## src/core/rwb_pkg.sv

```systemverilog
// Constants and types of the reset, wake-up and boot sequencer
package rwb_pkg;
  // ----------------------------------------------------------------
  // Timing
  // ----------------------------------------------------------------
  localparam int CLK_PERIOD_NS = 20;
  localparam int ALERT_LEAD_NS = 18000;
  localparam int ALERT_LEAD_CYC = (ALERT_LEAD_NS + CLK_PERIOD_NS - 1) / CLK_PERIOD_NS;
  localparam int WAKE_RST_CYC = 4;
  localparam int LOADER_MAX_KBPS = 460;
  // ----------------------------------------------------------------
  // Boot and serial number addresses
  // ----------------------------------------------------------------
  localparam logic [31:0] UPDATER_ADDR = 32'h00000000;
  localparam logic [31:0] STACK_ADDR = 32'h00002000;
  localparam logic [31:0] LOADER_ADDR = 32'h00000000;
  localparam logic [31:0] SN_ADDR_LO = 32'h100007F4;
  localparam logic [31:0] SN_ADDR_HI = 32'h100007F8;
  localparam logic [15:0] SN_PAD = 16'hAA55;
  // ----------------------------------------------------------------
  // Types
  // ----------------------------------------------------------------
  typedef enum logic [4:0] {
    PS_OFF = 5'h01,
    PS_PRE = 5'h02,
    PS_ACT = 5'h04,
    PS_SLEEP = 5'h08,
    PS_STBY = 5'h10
  } rwb_pwr_t;
  typedef enum logic [1:0] {
    BT_STACK = 2'h0,
    BT_UPDATER = 2'h1,
    BT_LOADER = 2'h2
  } rwb_boot_t;
  typedef enum logic [2:0] {
    RC_NONE = 3'h0,
    RC_POR = 3'h1,
    RC_BOR = 3'h2,
    RC_WDOG = 3'h3,
    RC_LOCKUP = 3'h4,
    RC_SYSREQ = 3'h5,
    RC_WAKE = 3'h6
  } rwb_cause_t;
  typedef enum logic [2:0] {
    AL_IDLE = 3'h1,
    AL_LEAD = 3'h2,
    AL_EVT = 3'h4
  } rwb_alert_t;
endpackage

```

## src/core/rwb_evt_if.sv

```systemverilog
// Radio event handshake between sequencer and alert timer
`timescale 1ns/10ps
interface rwb_evt_if;
  logic sched;
  logic evt_end;
  logic xtal_ok;
  logic alert;
  logic go;
  modport timer (input sched, input evt_end, input xtal_ok, output alert, output go);
  modport ctrl (output sched, output evt_end, output xtal_ok, input alert, input go);
endinterface

```

## src/core/rwb_alert_timer.sv

```systemverilog
// Radio event alert lead timer
`timescale 1ns/10ps
module rwb_alert_timer #(
  parameter int LEAD_CYC = rwb_pkg::ALERT_LEAD_CYC
) (
  input wire logic clk,
  input wire logic sys_rst,
  rwb_evt_if.timer ev
);
  initial if (LEAD_CYC < 1 || LEAD_CYC > 65535) $error("LEAD_CYC out of range");

  rwb_pkg::rwb_alert_t st_reg, st_next;
  logic [15:0] cnt_reg, cnt_next;
  logic alert_reg, go_reg;

  // Next state: lead phase with alert, then event until its end
  always_comb
  begin
    st_next = st_reg;
    cnt_next = cnt_reg;
    unique case (st_reg)
      rwb_pkg::AL_IDLE:
        if (ev.sched && ev.xtal_ok)
        begin
          st_next = rwb_pkg::AL_LEAD;
          cnt_next = 16'(LEAD_CYC - 1);
        end
      rwb_pkg::AL_LEAD:
        if (!ev.xtal_ok)
          st_next = rwb_pkg::AL_IDLE;
        else if (cnt_reg == 16'h0000)
          st_next = rwb_pkg::AL_EVT;
        else
          cnt_next = cnt_reg - 16'h0001;
      rwb_pkg::AL_EVT:
        if (ev.evt_end || !ev.xtal_ok)
          st_next = rwb_pkg::AL_IDLE;
      default:
        st_next = rwb_pkg::AL_IDLE;
    endcase
  end

  // Registers
  always_ff @(posedge clk)
  begin
    if (sys_rst)
    begin
      st_reg <= rwb_pkg::AL_IDLE;
      cnt_reg <= 16'h0000;
      alert_reg <= 1'b0;
      go_reg <= 1'b0;
    end
    else
    begin
      st_reg <= st_next;
      cnt_reg <= cnt_next;
      alert_reg <= (st_next != rwb_pkg::AL_IDLE);
      go_reg <= (st_next == rwb_pkg::AL_EVT);
    end
  end

  assign ev.alert = alert_reg;
  assign ev.go = go_reg;
endmodule // rwb_alert_timer

```

## src/core/rwb_sequencer.sv

```systemverilog
// Reset, wake-up, clock start-up and boot selection sequencer
`timescale 1ns/10ps
module rwb_sequencer #(
  parameter int WAKE_CYC = rwb_pkg::WAKE_RST_CYC,
  parameter int LEAD_CYC = rwb_pkg::ALERT_LEAD_CYC,
  parameter logic [47:0] SERIAL = 48'h123456789ABC // Arbitrary value
) (
  input wire logic clk,
  input wire logic sys_rst,
  input wire logic ext_reset_n,
  input wire logic ana_por,
  input wire logic brownout_reset,
  input wire logic ldo_ready,
  input wire logic fast_ring_osc_ready,
  input wire logic main_crystal_osc_ready,
  input wire logic sw_bor_en_wr,
  input wire logic sw_bor_en,
  input wire logic sw_xtal_sel_wr,
  input wire logic sw_xtal_sel,
  input wire logic watchdog_expiry,
  input wire logic sys_reset_req,
  input wire logic cpu_lockup,
  input wire logic sleep_req,
  input wire logic standby_req,
  input wire logic timer_expiry,
  input wire logic host_spi_mode,
  input wire logic spi_cs_n,
  input wire logic radio_event_sched,
  input wire logic radio_event_end,
  input wire logic updater_strap_pin,
  input wire logic loader_strap_pin,
  input wire logic sn_rd_en,
  input wire logic [31:0] sn_rd_addr,
  output rwb_pkg::rwb_pwr_t pwr_state,
  output logic core_rst,
  output logic debug_rst,
  output logic hs_clk_xtal,
  output logic fast_ring_osc_en,
  output logic main_crystal_osc_en,
  output logic bor_en,
  output rwb_pkg::rwb_cause_t reset_cause,
  output rwb_pkg::rwb_boot_t boot_target,
  output logic [31:0] boot_addr,
  output logic radio_event_alert,
  output logic radio_active,
  output logic [31:0] sn_rd_data,
  output logic sn_rd_valid
);
  initial if (WAKE_CYC < 1 || WAKE_CYC > 255) $error("WAKE_CYC out of range");

  // ----------------------------------------------------------------
  // Declarations
  // ----------------------------------------------------------------
  rwb_pkg::rwb_pwr_t st_reg, st_next;
  rwb_pkg::rwb_cause_t cause_reg, cause_next;
  rwb_pkg::rwb_boot_t boot_reg, boot_next;
  logic [31:0] baddr_reg, baddr_next;
  logic [7:0] wake_cnt_reg, wake_cnt_next;
  logic bor_en_reg, bor_en_next;
  logic xtal_sel_reg, xtal_sel_next;
  logic por_int_reg;
  logic core_rst_reg, core_rst_next;
  logic xtal_on_reg, ring_en_reg, xtal_en_reg;
  logic por_raw, por_hold, por_rel, wake_src, fault_src, leave_low;
  rwb_evt_if evt ();

  // ----------------------------------------------------------------
  // Reset sources
  // ----------------------------------------------------------------
  // Power-on reset merges analog sources and the pin, held for supplies
  assign por_raw = ana_por || (brownout_reset && bor_en_reg) || !ext_reset_n;
  assign por_hold = por_raw || !ldo_ready || !fast_ring_osc_ready;
  assign por_rel = por_int_reg && !por_hold;
  assign fault_src = watchdog_expiry || sys_reset_req || cpu_lockup;
  assign wake_src = timer_expiry || (host_spi_mode && !spi_cs_n);
  assign leave_low = (st_reg == rwb_pkg::PS_SLEEP || st_reg == rwb_pkg::PS_STBY)
    && wake_src && !por_hold;

  // ----------------------------------------------------------------
  // Power state
  // ----------------------------------------------------------------
  // Next power state
  always_comb
  begin
    st_next = st_reg;
    if (por_hold)
      st_next = rwb_pkg::PS_OFF;
    else
    begin
      unique case (st_reg)
        rwb_pkg::PS_OFF:
          st_next = rwb_pkg::PS_PRE;
        rwb_pkg::PS_PRE:
          if (sleep_req)
            st_next = rwb_pkg::PS_SLEEP;
          else if (standby_req)
            st_next = rwb_pkg::PS_STBY;
          else if (xtal_sel_reg && main_crystal_osc_ready)
            st_next = rwb_pkg::PS_ACT;
        rwb_pkg::PS_ACT:
          if (sleep_req)
            st_next = rwb_pkg::PS_SLEEP;
          else if (standby_req)
            st_next = rwb_pkg::PS_STBY;
          else if (!xtal_sel_reg || !main_crystal_osc_ready)
            st_next = rwb_pkg::PS_PRE;
        rwb_pkg::PS_SLEEP, rwb_pkg::PS_STBY:
          if (wake_src)
            st_next = rwb_pkg::PS_PRE;
        default:
          st_next = rwb_pkg::PS_OFF;
      endcase
    end
  end

  // ----------------------------------------------------------------
  // Core reset and software settings
  // ----------------------------------------------------------------
  // Wake reset counter and core reset level
  always_comb
  begin
    wake_cnt_next = wake_cnt_reg;
    if (leave_low)
      wake_cnt_next = 8'(WAKE_CYC);
    else if (wake_cnt_reg != 8'h00)
      wake_cnt_next = wake_cnt_reg - 8'h01;
    core_rst_next = por_hold || fault_src || (wake_cnt_next != 8'h00);
  end

  // Brown-out enable and crystal selection
  always_comb
  begin
    bor_en_next = bor_en_reg;
    xtal_sel_next = xtal_sel_reg;
    if (ana_por || !ext_reset_n)
      bor_en_next = 1'b1;
    else if (sw_bor_en_wr)
      bor_en_next = sw_bor_en;
    if (core_rst_next)
      xtal_sel_next = 1'b0;
    else if (sw_xtal_sel_wr)
      xtal_sel_next = sw_xtal_sel;
  end

  // Last reset cause, highest priority source wins
  always_comb
  begin
    cause_next = cause_reg;
    if (ana_por || !ext_reset_n)
      cause_next = rwb_pkg::RC_POR;
    else if (brownout_reset && bor_en_reg)
      cause_next = rwb_pkg::RC_BOR;
    else if (watchdog_expiry)
      cause_next = rwb_pkg::RC_WDOG;
    else if (cpu_lockup)
      cause_next = rwb_pkg::RC_LOCKUP;
    else if (sys_reset_req)
      cause_next = rwb_pkg::RC_SYSREQ;
    else if (leave_low)
      cause_next = rwb_pkg::RC_WAKE;
  end

  // ----------------------------------------------------------------
  // Boot selection
  // ----------------------------------------------------------------
  // Straps sampled once as the power-on reset releases
  always_comb
  begin
    boot_next = boot_reg;
    baddr_next = baddr_reg;
    if (por_rel)
    begin
      if (loader_strap_pin)
      begin
        boot_next = rwb_pkg::BT_LOADER;
        baddr_next = rwb_pkg::LOADER_ADDR;
      end
      else if (updater_strap_pin)
      begin
        boot_next = rwb_pkg::BT_UPDATER;
        baddr_next = rwb_pkg::UPDATER_ADDR;
      end
      else
      begin
        boot_next = rwb_pkg::BT_STACK;
        baddr_next = rwb_pkg::STACK_ADDR;
      end
    end
  end

  // ----------------------------------------------------------------
  // Registers
  // ----------------------------------------------------------------
  // State and output registers
  always_ff @(posedge clk)
  begin
    if (sys_rst)
    begin
      st_reg <= rwb_pkg::PS_OFF;
      cause_reg <= rwb_pkg::RC_POR;
      boot_reg <= rwb_pkg::BT_STACK;
      baddr_reg <= rwb_pkg::STACK_ADDR;
      wake_cnt_reg <= 8'h00;
      bor_en_reg <= 1'b1;
      xtal_sel_reg <= 1'b0;
      por_int_reg <= 1'b1;
      core_rst_reg <= 1'b1;
      xtal_on_reg <= 1'b0;
      ring_en_reg <= 1'b0;
      xtal_en_reg <= 1'b0;
    end
    else
    begin
      st_reg <= st_next;
      cause_reg <= cause_next;
      boot_reg <= boot_next;
      baddr_reg <= baddr_next;
      wake_cnt_reg <= wake_cnt_next;
      bor_en_reg <= bor_en_next;
      xtal_sel_reg <= xtal_sel_next;
      por_int_reg <= por_hold;
      core_rst_reg <= core_rst_next;
      xtal_on_reg <= (st_next == rwb_pkg::PS_ACT);
      ring_en_reg <= (st_next == rwb_pkg::PS_PRE)
        || (st_next == rwb_pkg::PS_OFF && ext_reset_n);
      xtal_en_reg <= (st_next == rwb_pkg::PS_ACT)
        || (st_next == rwb_pkg::PS_PRE && xtal_sel_next);
    end
  end

  // ----------------------------------------------------------------
  // Submodules and outputs
  // ----------------------------------------------------------------
  // Radio event alert gated on the crystal clock
  assign evt.sched = radio_event_sched;
  assign evt.evt_end = radio_event_end;
  assign evt.xtal_ok = xtal_on_reg;

  rwb_alert_timer #(.LEAD_CYC(LEAD_CYC)) u_alert (
    .clk(clk),
    .sys_rst(sys_rst),
    .ev(evt.timer)
  );

  rwb_sn_rom #(.SERIAL(SERIAL)) u_sn (
    .clk(clk),
    .sys_rst(sys_rst),
    .rd_en(sn_rd_en),
    .rd_addr(sn_rd_addr),
    .rd_data(sn_rd_data),
    .rd_hit(sn_rd_valid)
  );

  // Output assignments
  assign pwr_state = st_reg;
  assign core_rst = core_rst_reg;
  assign debug_rst = por_int_reg;
  assign hs_clk_xtal = xtal_on_reg;
  assign fast_ring_osc_en = ring_en_reg;
  assign main_crystal_osc_en = xtal_en_reg;
  assign bor_en = bor_en_reg;
  assign reset_cause = cause_reg;
  assign boot_target = boot_reg;
  assign boot_addr = baddr_reg;
  assign radio_event_alert = evt.alert;
  assign radio_active = evt.go;
endmodule // rwb_sequencer

```

## src/core/rwb_sn_rom.sv

```systemverilog
// Two-word serial number store with registered read
`timescale 1ns/10ps
module rwb_sn_rom #(
  parameter logic [47:0] SERIAL = 48'h123456789ABC
) (
  input wire logic clk,
  input wire logic sys_rst,
  input wire logic rd_en,
  input wire logic [31:0] rd_addr,
  output logic [31:0] rd_data,
  output logic rd_hit
);
  logic [31:0] data_next;
  logic hit_next;

  // Address decode; unknown addresses read zero without a hit
  always_comb
  begin
    data_next = 32'h00000000;
    hit_next = 1'b0;
    if (rd_en && rd_addr == rwb_pkg::SN_ADDR_LO)
    begin
      data_next = SERIAL[31:0];
      hit_next = 1'b1;
    end
    else if (rd_en && rd_addr == rwb_pkg::SN_ADDR_HI)
    begin
      data_next = {rwb_pkg::SN_PAD, SERIAL[47:32]};
      hit_next = 1'b1;
    end
  end

  // Read register
  always_ff @(posedge clk)
  begin
    if (sys_rst)
    begin
      rd_data <= 32'h00000000;
      rd_hit <= 1'b0;
    end
    else
    begin
      rd_data <= data_next;
      rd_hit <= hit_next;
    end
  end
endmodule // rwb_sn_rom

```

## config.mk

```make
export PLATFORM = sky130hd
export DESIGN_NAME = rwb_sequencer
export DESIGN_NICKNAME = d
export VERILOG_FILES = /design/src/core/rwb_pkg.sv /design/src/core/rwb_evt_if.sv /design/src/core/rwb_alert_timer.sv /design/src/core/rwb_sequencer.sv /design/src/core/rwb_sn_rom.sv
export SDC_FILE = /design/constraint.sdc
export NUM_CORES = 1
export LEC_CHECK = 0
export ABC_AREA = 1
export BUFFER_PORTS_ARGS = -buffer_cell sky130_fd_sc_hd__buf_4
export CAP_MARGIN = 20
export CORE_UTILIZATION = 49
export CTS_CLUSTER_SIZE = 28
export DETAILED_ROUTE_END_ITERATION = 16
export PLACE_DENSITY = 0.91
export SKIP_CTS_REPAIR_TIMING = 1
export SLEW_MARGIN = 10
export SYNTH_ARGS = -nofsm -noshare
export SYNTH_HDL_FRONTEND = slang
export SYNTH_HIERARCHICAL = 1
export SYNTH_SLANG_ARGS = --single-unit
export TNS_END_PERCENT = 100
```

## constraint.sdc

```tcl
create_clock -name clk -period 1.9 [get_ports clk]
set_clock_uncertainty 0.1 [all_clocks]
set_input_delay 0.285 -clock clk [delete_from_list [all_inputs] [get_ports clk]]
set_output_delay 0.285 -clock clk [all_outputs]
set_load 0.01 [all_outputs]
```

### Word-level counts from Yosys, hierarchy flattened

Cells that the tools add are included.

* reductions and logical operators: 45
* eq/ne operators: 18
* mux-type cells: 35
* $add $sub $neg: 2

Operators by type and width (number)
* $eq 32x29->1 const B: 2
* $mux 16: 3
* $mux 5: 8
* $mux 32: 1
* $pmux 16 s2: 1
* $mux 31: 1
* $mux 14: 2
* $mux 3: 7
* $pmux 5 s4: 1
* $logic_not 16->1: 1
* $mux 8: 2
* $reduce_bool 8->1: 2
* $sub 16x1->16 const B: 1
* $logic_or 1x1->1: 15
* $logic_and 1x1->1: 11
* $eq 5x1->1 const B: 2
* $eq 5x2->1 const B: 2
* $eq 5x3->1 const B: 2
* $pmux 3 s3: 1
* $logic_not 1->1: 8
* $sub 8x1->8 const B: 1
* $eq 3x3->1 const B: 2
* $mux 2: 3
* $reduce_or 2->1: 3
* 13 further kinds: 18

* word-level logic and storage cells: 120
* input port bits: 57
* bits in registers: 111
* output and inout bits: 83

### Longest topological paths before layout

Gate-level depths: netlist of the first run.

* depth in word-level cells: 13
* depth in mapped cells: 11
* gate-level depth less buffers: 11

### Hierarchy

Netlist of the first run, hierarchy kept.

By module, submodules not included
* rwb_sequencer: cells each 221, area each 1621.6 sq um, times used 1
* rwb_alert_timer: cells each 205, area each 1244.9 sq um, times used 1
* rwb_sn_rom: cells each 92, area each 516.7 sq um, times used 1

### Worst setup path before layout of the first run

Ideal clock, no wire load.

* kind: flip-flop to flip-flop
* from: register u_alert.cnt_reg[0]
* to: register u_alert.cnt_reg[0]
* stages on the path, launching flop included: 11
* arrival time: 1290 ps
* slack: 392 ps
* library setup time: 118 ps
* required time: 1682 ps
* cell sequence: dfxtp_1 > inv_1 > ha_1 > nand3_1 > nor2_1 > nand2_2 > nand2_2 > nand2_2 > buf_6 > o21ai_1 > nor2_1

* cells in the longest elaborated chain, start to end: 4
* elaborated cells between the ends (all ways): 7
* those cells by class: add/sub (1); eq/ne (1); mux (3); reduce/logical (2)

Ends and longest elaborated chain
* start: declaration: RTL line rwb_alert_timer.sv:13 `logic [15:0] cnt_reg, cnt_next;`
* start signal: assignment: RTL line rwb_alert_timer.sv:56 `cnt_reg <= cnt_next;`
* $sub 16x1->16: RTL line rwb_alert_timer.sv:34 `cnt_next = cnt_reg - 16'h0001;`
* $mux 16: RTL line rwb_alert_timer.sv:31 `else if (cnt_reg == 16'h0000)`
* $mux 16: RTL line rwb_alert_timer.sv:29 `if (!ev.xtal_ok)`
* $pmux 16 s2: RTL line rwb_alert_timer.sv:21 `unique case (st_reg)`

Parallel ways exist; a longest one is shown, timed or not. The select of a mux whose other input is x is not followed.
A chain may end at the register's enable or synchronous reset.

### Final worst setup path of the first run

* from: register u_alert.cnt_reg[0]
* to: register u_alert.cnt_reg[12]

The elaborated chain is that of the path after synthesis.

==> flow_summary.yaml, run 1 <==
synth:
  ys_top_cells_by_area: "dfxtp_1 (30%), buf_4 (14%), nand2_1 (13%), nor2_1 (9.2%), inv_1 (8.5%)"
  synth.largest_area_cell: "dfxtp_1"
  synth_cell_types: 38
  synth_top_area_frac: 0.2959
  synth_seq_area_share: 0.2959
  netlist_instances: 518
  synth_area_um2: 3383
  ys_warn_count: 6
  synth_seq_cells: 50
  synth.avg_cell_area_um2: 6.531
sta:
  period_share: 0.8882
  rsz0062_at_grt: "no"
  slew_violations: 0
  min_period_ns: 1.688
  tns_ns: 0
  setup_violations: 0
  fmax_ghz: 0.5925
  timing_hold_violations_final: 0
  timing.hold.ws_ns: 0.06602
final_layout:
  drive_gt1_frac: 0.2396
  n_antenna_cell: 0
  final_net_count: 661
  utilization: 0.6168
  fillers: 593
  final_cells: 678
  syn_to_final_growth_pct: 18.42
  mostFrequentLayoutCell: "nand2_1"
  largest_reg_flops: 16
  final_cell_mix: "nand2_1 (114), buf_4 (104), nor2_1 (82)"
die:
  rows: 29
  die_w_um: 85.10
  io_pins: 140
  coreArea_um2: 6495
  start_util: 0.5209
  fp.dieH_um: 85.10
  dieArea_um2: 7241
placed_design:
  placed_cells: 666
  place_hpwl_um: 6048
  gp_congestion: 0.8664
  port-buffer-count: 98
setup_path:
  worst-path-max-fanout: 5
  critPathArrivalTime_ns: 1.79
  crit_type: "reg2reg"
  required_ns: 2.00
  critPathCaptureType: "register"
  worst_setup_path_start_kind: "register"
power:
  vdd_drop_max_mv: 0.6286
  p_leak_nw: 2.191
  power_frac_clock: 0.230
  p_sw_mw: 1.012
  p_per_area_nw_per_um2: 696.3
  p_sw_frac: 0.3626
  total_power_mw: 2.789
  p_int_mw: 1.778
  power_frac_seq: 0.422
  combinationalPowerShare: 0.348
drt:
  wl_per_cell_um: 11.13
  vias_per_cell: 4.829
  route.detailed.drc: 0
  wirelength_um: 7546
  firstDrtPassIters: 5
  postRouteAntennaNets: 0
  vias: 3274
  drt_iter0_markers: 152
clocking:
  clk_path_buf_depth: 2
  clkSlewWorstSetupHoldPaths_ns: 0.09
  cts-buffers-inserted: 5
  cts-root-buf: "clkbuf_8"
  worstSkewPairLatency_ns: 0.31
  cts_tree: "yes"
  cts.sinks: 50
  htree_levels: 2
run_status:
  status: "finished, final reports clean"
global_routing:
  grt_max_degree: 20
  antenna_found_initial: 0
  grt_overflow: 0
  first_global_vias: 3121
  grt_pass1_wl_um: 12670
  track_usage: 0.2148
hold_path:
  min_path_type: "in2reg"
job:
  drv_cap: 0
==> synth_stat cells, drive strengths merged <==
master    n
ha        4
o21bai    1
nand3b    2
o31ai     1
nor3      9
clkbuf    5
o21ai    10
a211oi    1
nand2   122
buf      63
mux2i     1
a21oi    19
nor4      1
nand4     9
nand3    32
dfxtp    50
a31oi     1
and2      1
xor2      5
inv      79
conb      2
o21a      1
xnor2     1
o22ai     1
nor2     97
==> routing by layer <==
| layer | vias to the layer above | wire [µm] | global-route usage |
|---|---|---|---|
| met1 | 1467 | 2838 | 0.2317 |
| met2 | 149 | 3977 | 0.4018 |
| met3 | 16 | 590 | 0.04572 |
| met4 | 0 | 140 | 0.09399 |
| met5 | - | 0 | 0 |
| li1 | 1642 | - | - |
==> per-stage QoR <==
step / cell area (µm²) / setup slack, ns
floorplan: 3530 / 0.3921
CTS: 3969 / 0.1346
detailed placement: 3877 / 0.1394
global route: 4006 / 0.04969
finish: 4006 / 0.2124
global placement: 3877 / 0.2287
==> power by group through the flow <==
stage                     Combinational [mW]  Clock, mW  Sequential [mW]
final                                  0.972      0.640             1.18
after detailed placement               0.956          0             1.20
after global placement                 0.910          0             1.19
after CTS                              0.967      0.664             1.18
after floorplan                        0.786          0             1.19
after global routing                    1.10      0.713             1.19
==> worst paths after layout <==
check	slack, ns	startpoint	depth (start not counted)	end
max	0.21	u_alert/cnt_reg[0]	10	u_alert/cnt_reg[12]
min	0.07	updater_strap_pin	2	boot_addr[13]
max reg2reg	0.21	u_alert/cnt_reg[0]	10	u_alert/cnt_reg[12]
min reg2reg	0.38	reset_cause[1]	2	reset_cause[1]
==> logic make-up (layout without fill, tap and decap cells) <==
kind of cell | count (synthesis) | after routing | share of synthesized area
other | 2 | 41 | 0.002220
DFF | 50 | 50 | 0.2959
AOI/OAI and AO/OA | 35 | 35 | 0.06325
xor gates and xnor gates | 6 | 6 | 0.01553
muxes | 1 | 1 | 0.002959
buffers and inverters | 147 | 191 | 0.2352
adders and majority gates | 4 | 4 | 0.01479
and+or+nand+nor | 273 | 273 | 0.3702
==> worst max-delay path, stage by stage, from the launching register on <==
cell	delay, ns
dfxtp_1	0.32
inv_1	0.13
ha_1	0.16
nand3_1	0.08
nor2_1	0.13
nand2_2	0.12
a21oi_4	0.20
buf_4	0.16
nor2_1	0.05
nor2_1	0.08
nor2_1	0.05
==> cell type report <==
| cell class | instances | area [µm²] | area share |
|---|---|---|---|
| Multi-Input combinational cell | 360 | 1740 | 0.4344 |
| Sequential cell | 50 | 1001 | 0.2498 |
| Timing Repair Buffer | 104 | 780.7 | 0.1949 |
| Inverter | 79 | 296.5 | 0.07402 |
| Tap cell | 77 | 96.34 | 0.02405 |
| Clock buffer | 7 | 86.33 | 0.02155 |
| Clock inverter | 1 | 5.005 | 0.001249 |
No activity file was read; power rests on OpenSTA's default activity.
==> run 2, diff against run 1 <==
--- a/config.mk
+++ b/config.mk
@@ -5,10 +5,9 @@
 export SDC_FILE = /design/constraint.sdc
 export NUM_CORES = 1
 export LEC_CHECK = 0
-export ABC_AREA = 1
 export BUFFER_PORTS_ARGS = -buffer_cell sky130_fd_sc_hd__buf_4
 export CAP_MARGIN = 20
-export CORE_UTILIZATION = 49
+export CORE_UTILIZATION = 48
 export CTS_CLUSTER_SIZE = 28
 export DETAILED_ROUTE_END_ITERATION = 16
 export PLACE_DENSITY = 0.91
==> flow_summary.yaml, run 2 <==
final_layout:
  mostFrequentLayoutCell: "buf_4"
  final_cell_mix: "buf_4 (143), dfxtp_1 (46), conb_1 (41)"
  utilization: 0.6631
  final_cells: 558
  final_net_count: 541
  n_antenna_cell: 0
  syn_to_final_growth_pct: 33.21
  fillers: 480
  largest_reg_flops: 16
  drive_gt1_frac: 0.4366
  fin_area_um2: 4210
global_routing:
  track_usage: 0.2041
  met3_usage: 0.05368
  grt_use_met2: 0.3897
  grt_overflow: 0
  first_global_vias: 2711
  grt_busiest_layer: "met2"
  met1_usage: 0.2143
  grt_max_degree: 22
  antenna_found_initial: 0
  grt_pass1_wl_um: 11710
drt:
  drt_iter0_markers: 121
  wl_per_cell_um: 14.20
  vias_per_cell: 5.346
  wirelength_um: 7926
  postRouteAntennaNets: 0
  route.detailed.drc: 0
  vias: 2983
  firstDrtPassIters: 5
synth:
  ys_top_cells_by_area: "dfxtp_1 (32%), buf_4 (14%), nor2_1 (4.6%), xor2_1 (3.3%), nor4b_2 (2.4%)"
  synth.largest_area_cell: "dfxtp_1"
  synth_top_area_frac: 0.3167
  synth_commonest_cells: "buf_4 (61), dfxtp_1 (50), nor2_1 (39), a21oi_1 (14), nand2_1 (14)"
  synth_edf_count: 0
  synth.avg_cell_area_um2: 8.707
  netlist_instances: 363
  synthFlopType: "dfxtp_1"
  synth_seq_area_share: 0.3167
  synth_most_common_cell: "buf_4"
  synth_cell_types: 61
  synth_seq_cells: 50
  synth_area_um2: 3161
  ys_warn_count: 6
  synthArstFlopShare: 0
run_status:
  violations: "setup timing"
  status: "finished, violations left"
clocking:
  clk_path_buf_depth: 2
  cts_tree: "yes"
  worstSkewPairLatency_ns: 0.32
  cts.sinks: 50
  htree_levels: 2
  clkSlewWorstSetupHoldPaths_ns: 0.10
  cts-root-buf: "clkbuf_8"
  cts-buffers-inserted: 5
sta:
  slew_violations: 0
  period_share: 1.151
  setup_violations: 20
  fmax_ghz: 0.4573
  timing_hold_violations_final: 0
  worst_slack_ns: -0.2868
  min_period_ns: 2.187
  rsz0062_at_grt: "yes"
setup_path:
  critPathArrivalTime_ns: 2.34
  cp_top_family: "simple AND/OR/NAND/NOR gates"
  required_ns: 2.05
  critPathCaptureType: "register"
  path_buf_inv: 0
  worst-path-max-fanout: 8
  worst_setup_path_start_kind: "register"
  crit_chain: "or4_4, or4b_4, nor2b_4, a21o_1, a21oi_2"
  critPathSlowestCell: "or4b_4"
  crit_type: "reg2reg"
  cp_slowest_stage_delay_ns: 0.63
die:
  start_util: 0.4977
  fp.dieH_um: 83.15
  coreArea_um2: 6350
  rows: 29
  die_w_um: 83.15
  io_pins: 140
  dieArea_um2: 6913
power:
  power_frac_clock: 0.199
  p_sw_mw: 1.191
  p_leak_nw: 1.906
  p_sw_frac: 0.3651
  vdd_drop_max_mv: 0.7772
  p_per_area_nw_per_um2: 774.8
  p_int_mw: 2.071
  power_frac_seq: 0.371
  combinationalPowerShare: 0.430
placed_design:
  placed_area_um2: 3989
  placed_cells: 549
  place_hpwl_um: 5795
  port-buffer-count: 98
  gp_congestion: 0.8519
job:
  drv_cap: 0
hold_path:
  min_path_type: "in2reg"
run 2: cell type report:
| cell class | count | area, µm² | area share |
|---|---|---|---|
| timing repair buffer | 143 | 1074 | 0.2550 |
| sequential | 50 | 1006 | 0.2389 |
| multi-input combinational | 268 | 1898 | 0.4508 |
| clock inverter | 3 | 22.52 | 0.005349 |
| clock buffer | 5 | 68.82 | 0.01634 |
| inverter | 12 | 45.04 | 0.01070 |
| tap | 77 | 96.34 | 0.02288 |
run 2: cell families after synthesis:
logic type      share of synthesized area
compound gates                     0.1160
buf+inv                            0.1805
other cells                      0.002376
xor+xnor                          0.04988
fa+ha+maj                         0.01584
mux                               0.01584
simple gates                       0.3028
flops                              0.3167
run 2: power by group through the flow:
stage          Combinational, mW  Sequential (mW)  Clock [mW]
2_1_floorplan              0.869             1.23           0
3_3_place_gp                1.20             1.21           0
3_5_place_dp                1.24             1.22           0
4_1_cts                     1.25             1.19       0.654
5_1_grt                     1.52             1.22       0.708
6_report                    1.40             1.21       0.650
run 2: final timing paths:
path | cells after the start | slack [ns] | endpoint | from
hold / removal | 2 | 0.05 | reset_cause[2] | watchdog_expiry
hold reg to reg | 2 | 0.37 | boot_target[0] | boot_target[0]
setup reg to reg | 5 | -0.29 | u_alert/cnt_reg[0] | u_alert/cnt_reg[10]
setup / recovery | 5 | -0.29 | u_alert/cnt_reg[0] | u_alert/cnt_reg[10]
run 2: per-layer routing:
| layer | share of wire | up-vias |
|---|---|---|
| met3 | 0.062 | 21 |
| li1 | - | 1433 |
| met4 | 0.021 | 0 |
| met5 | 0 | - |
| met2 | 0.53 | 126 |
| met1 | 0.38 | 1403 |
run 2: per-stage QoR:
stage                     hold WS, ns  power (mW)  setup TNS, ns  setup slack, ns
after floorplan                0.2560       2.100         -2.362          -0.2150
after global placement         0.3437       2.409         -2.243          -0.1964
after detailed placement       0.3611       2.457         -3.245          -0.2602
after CTS                     0.04656       3.100         -3.825          -0.2821
after global routing          0.03684       3.442         -5.136          -0.3473
final                         0.05246       3.262         -4.206          -0.2868
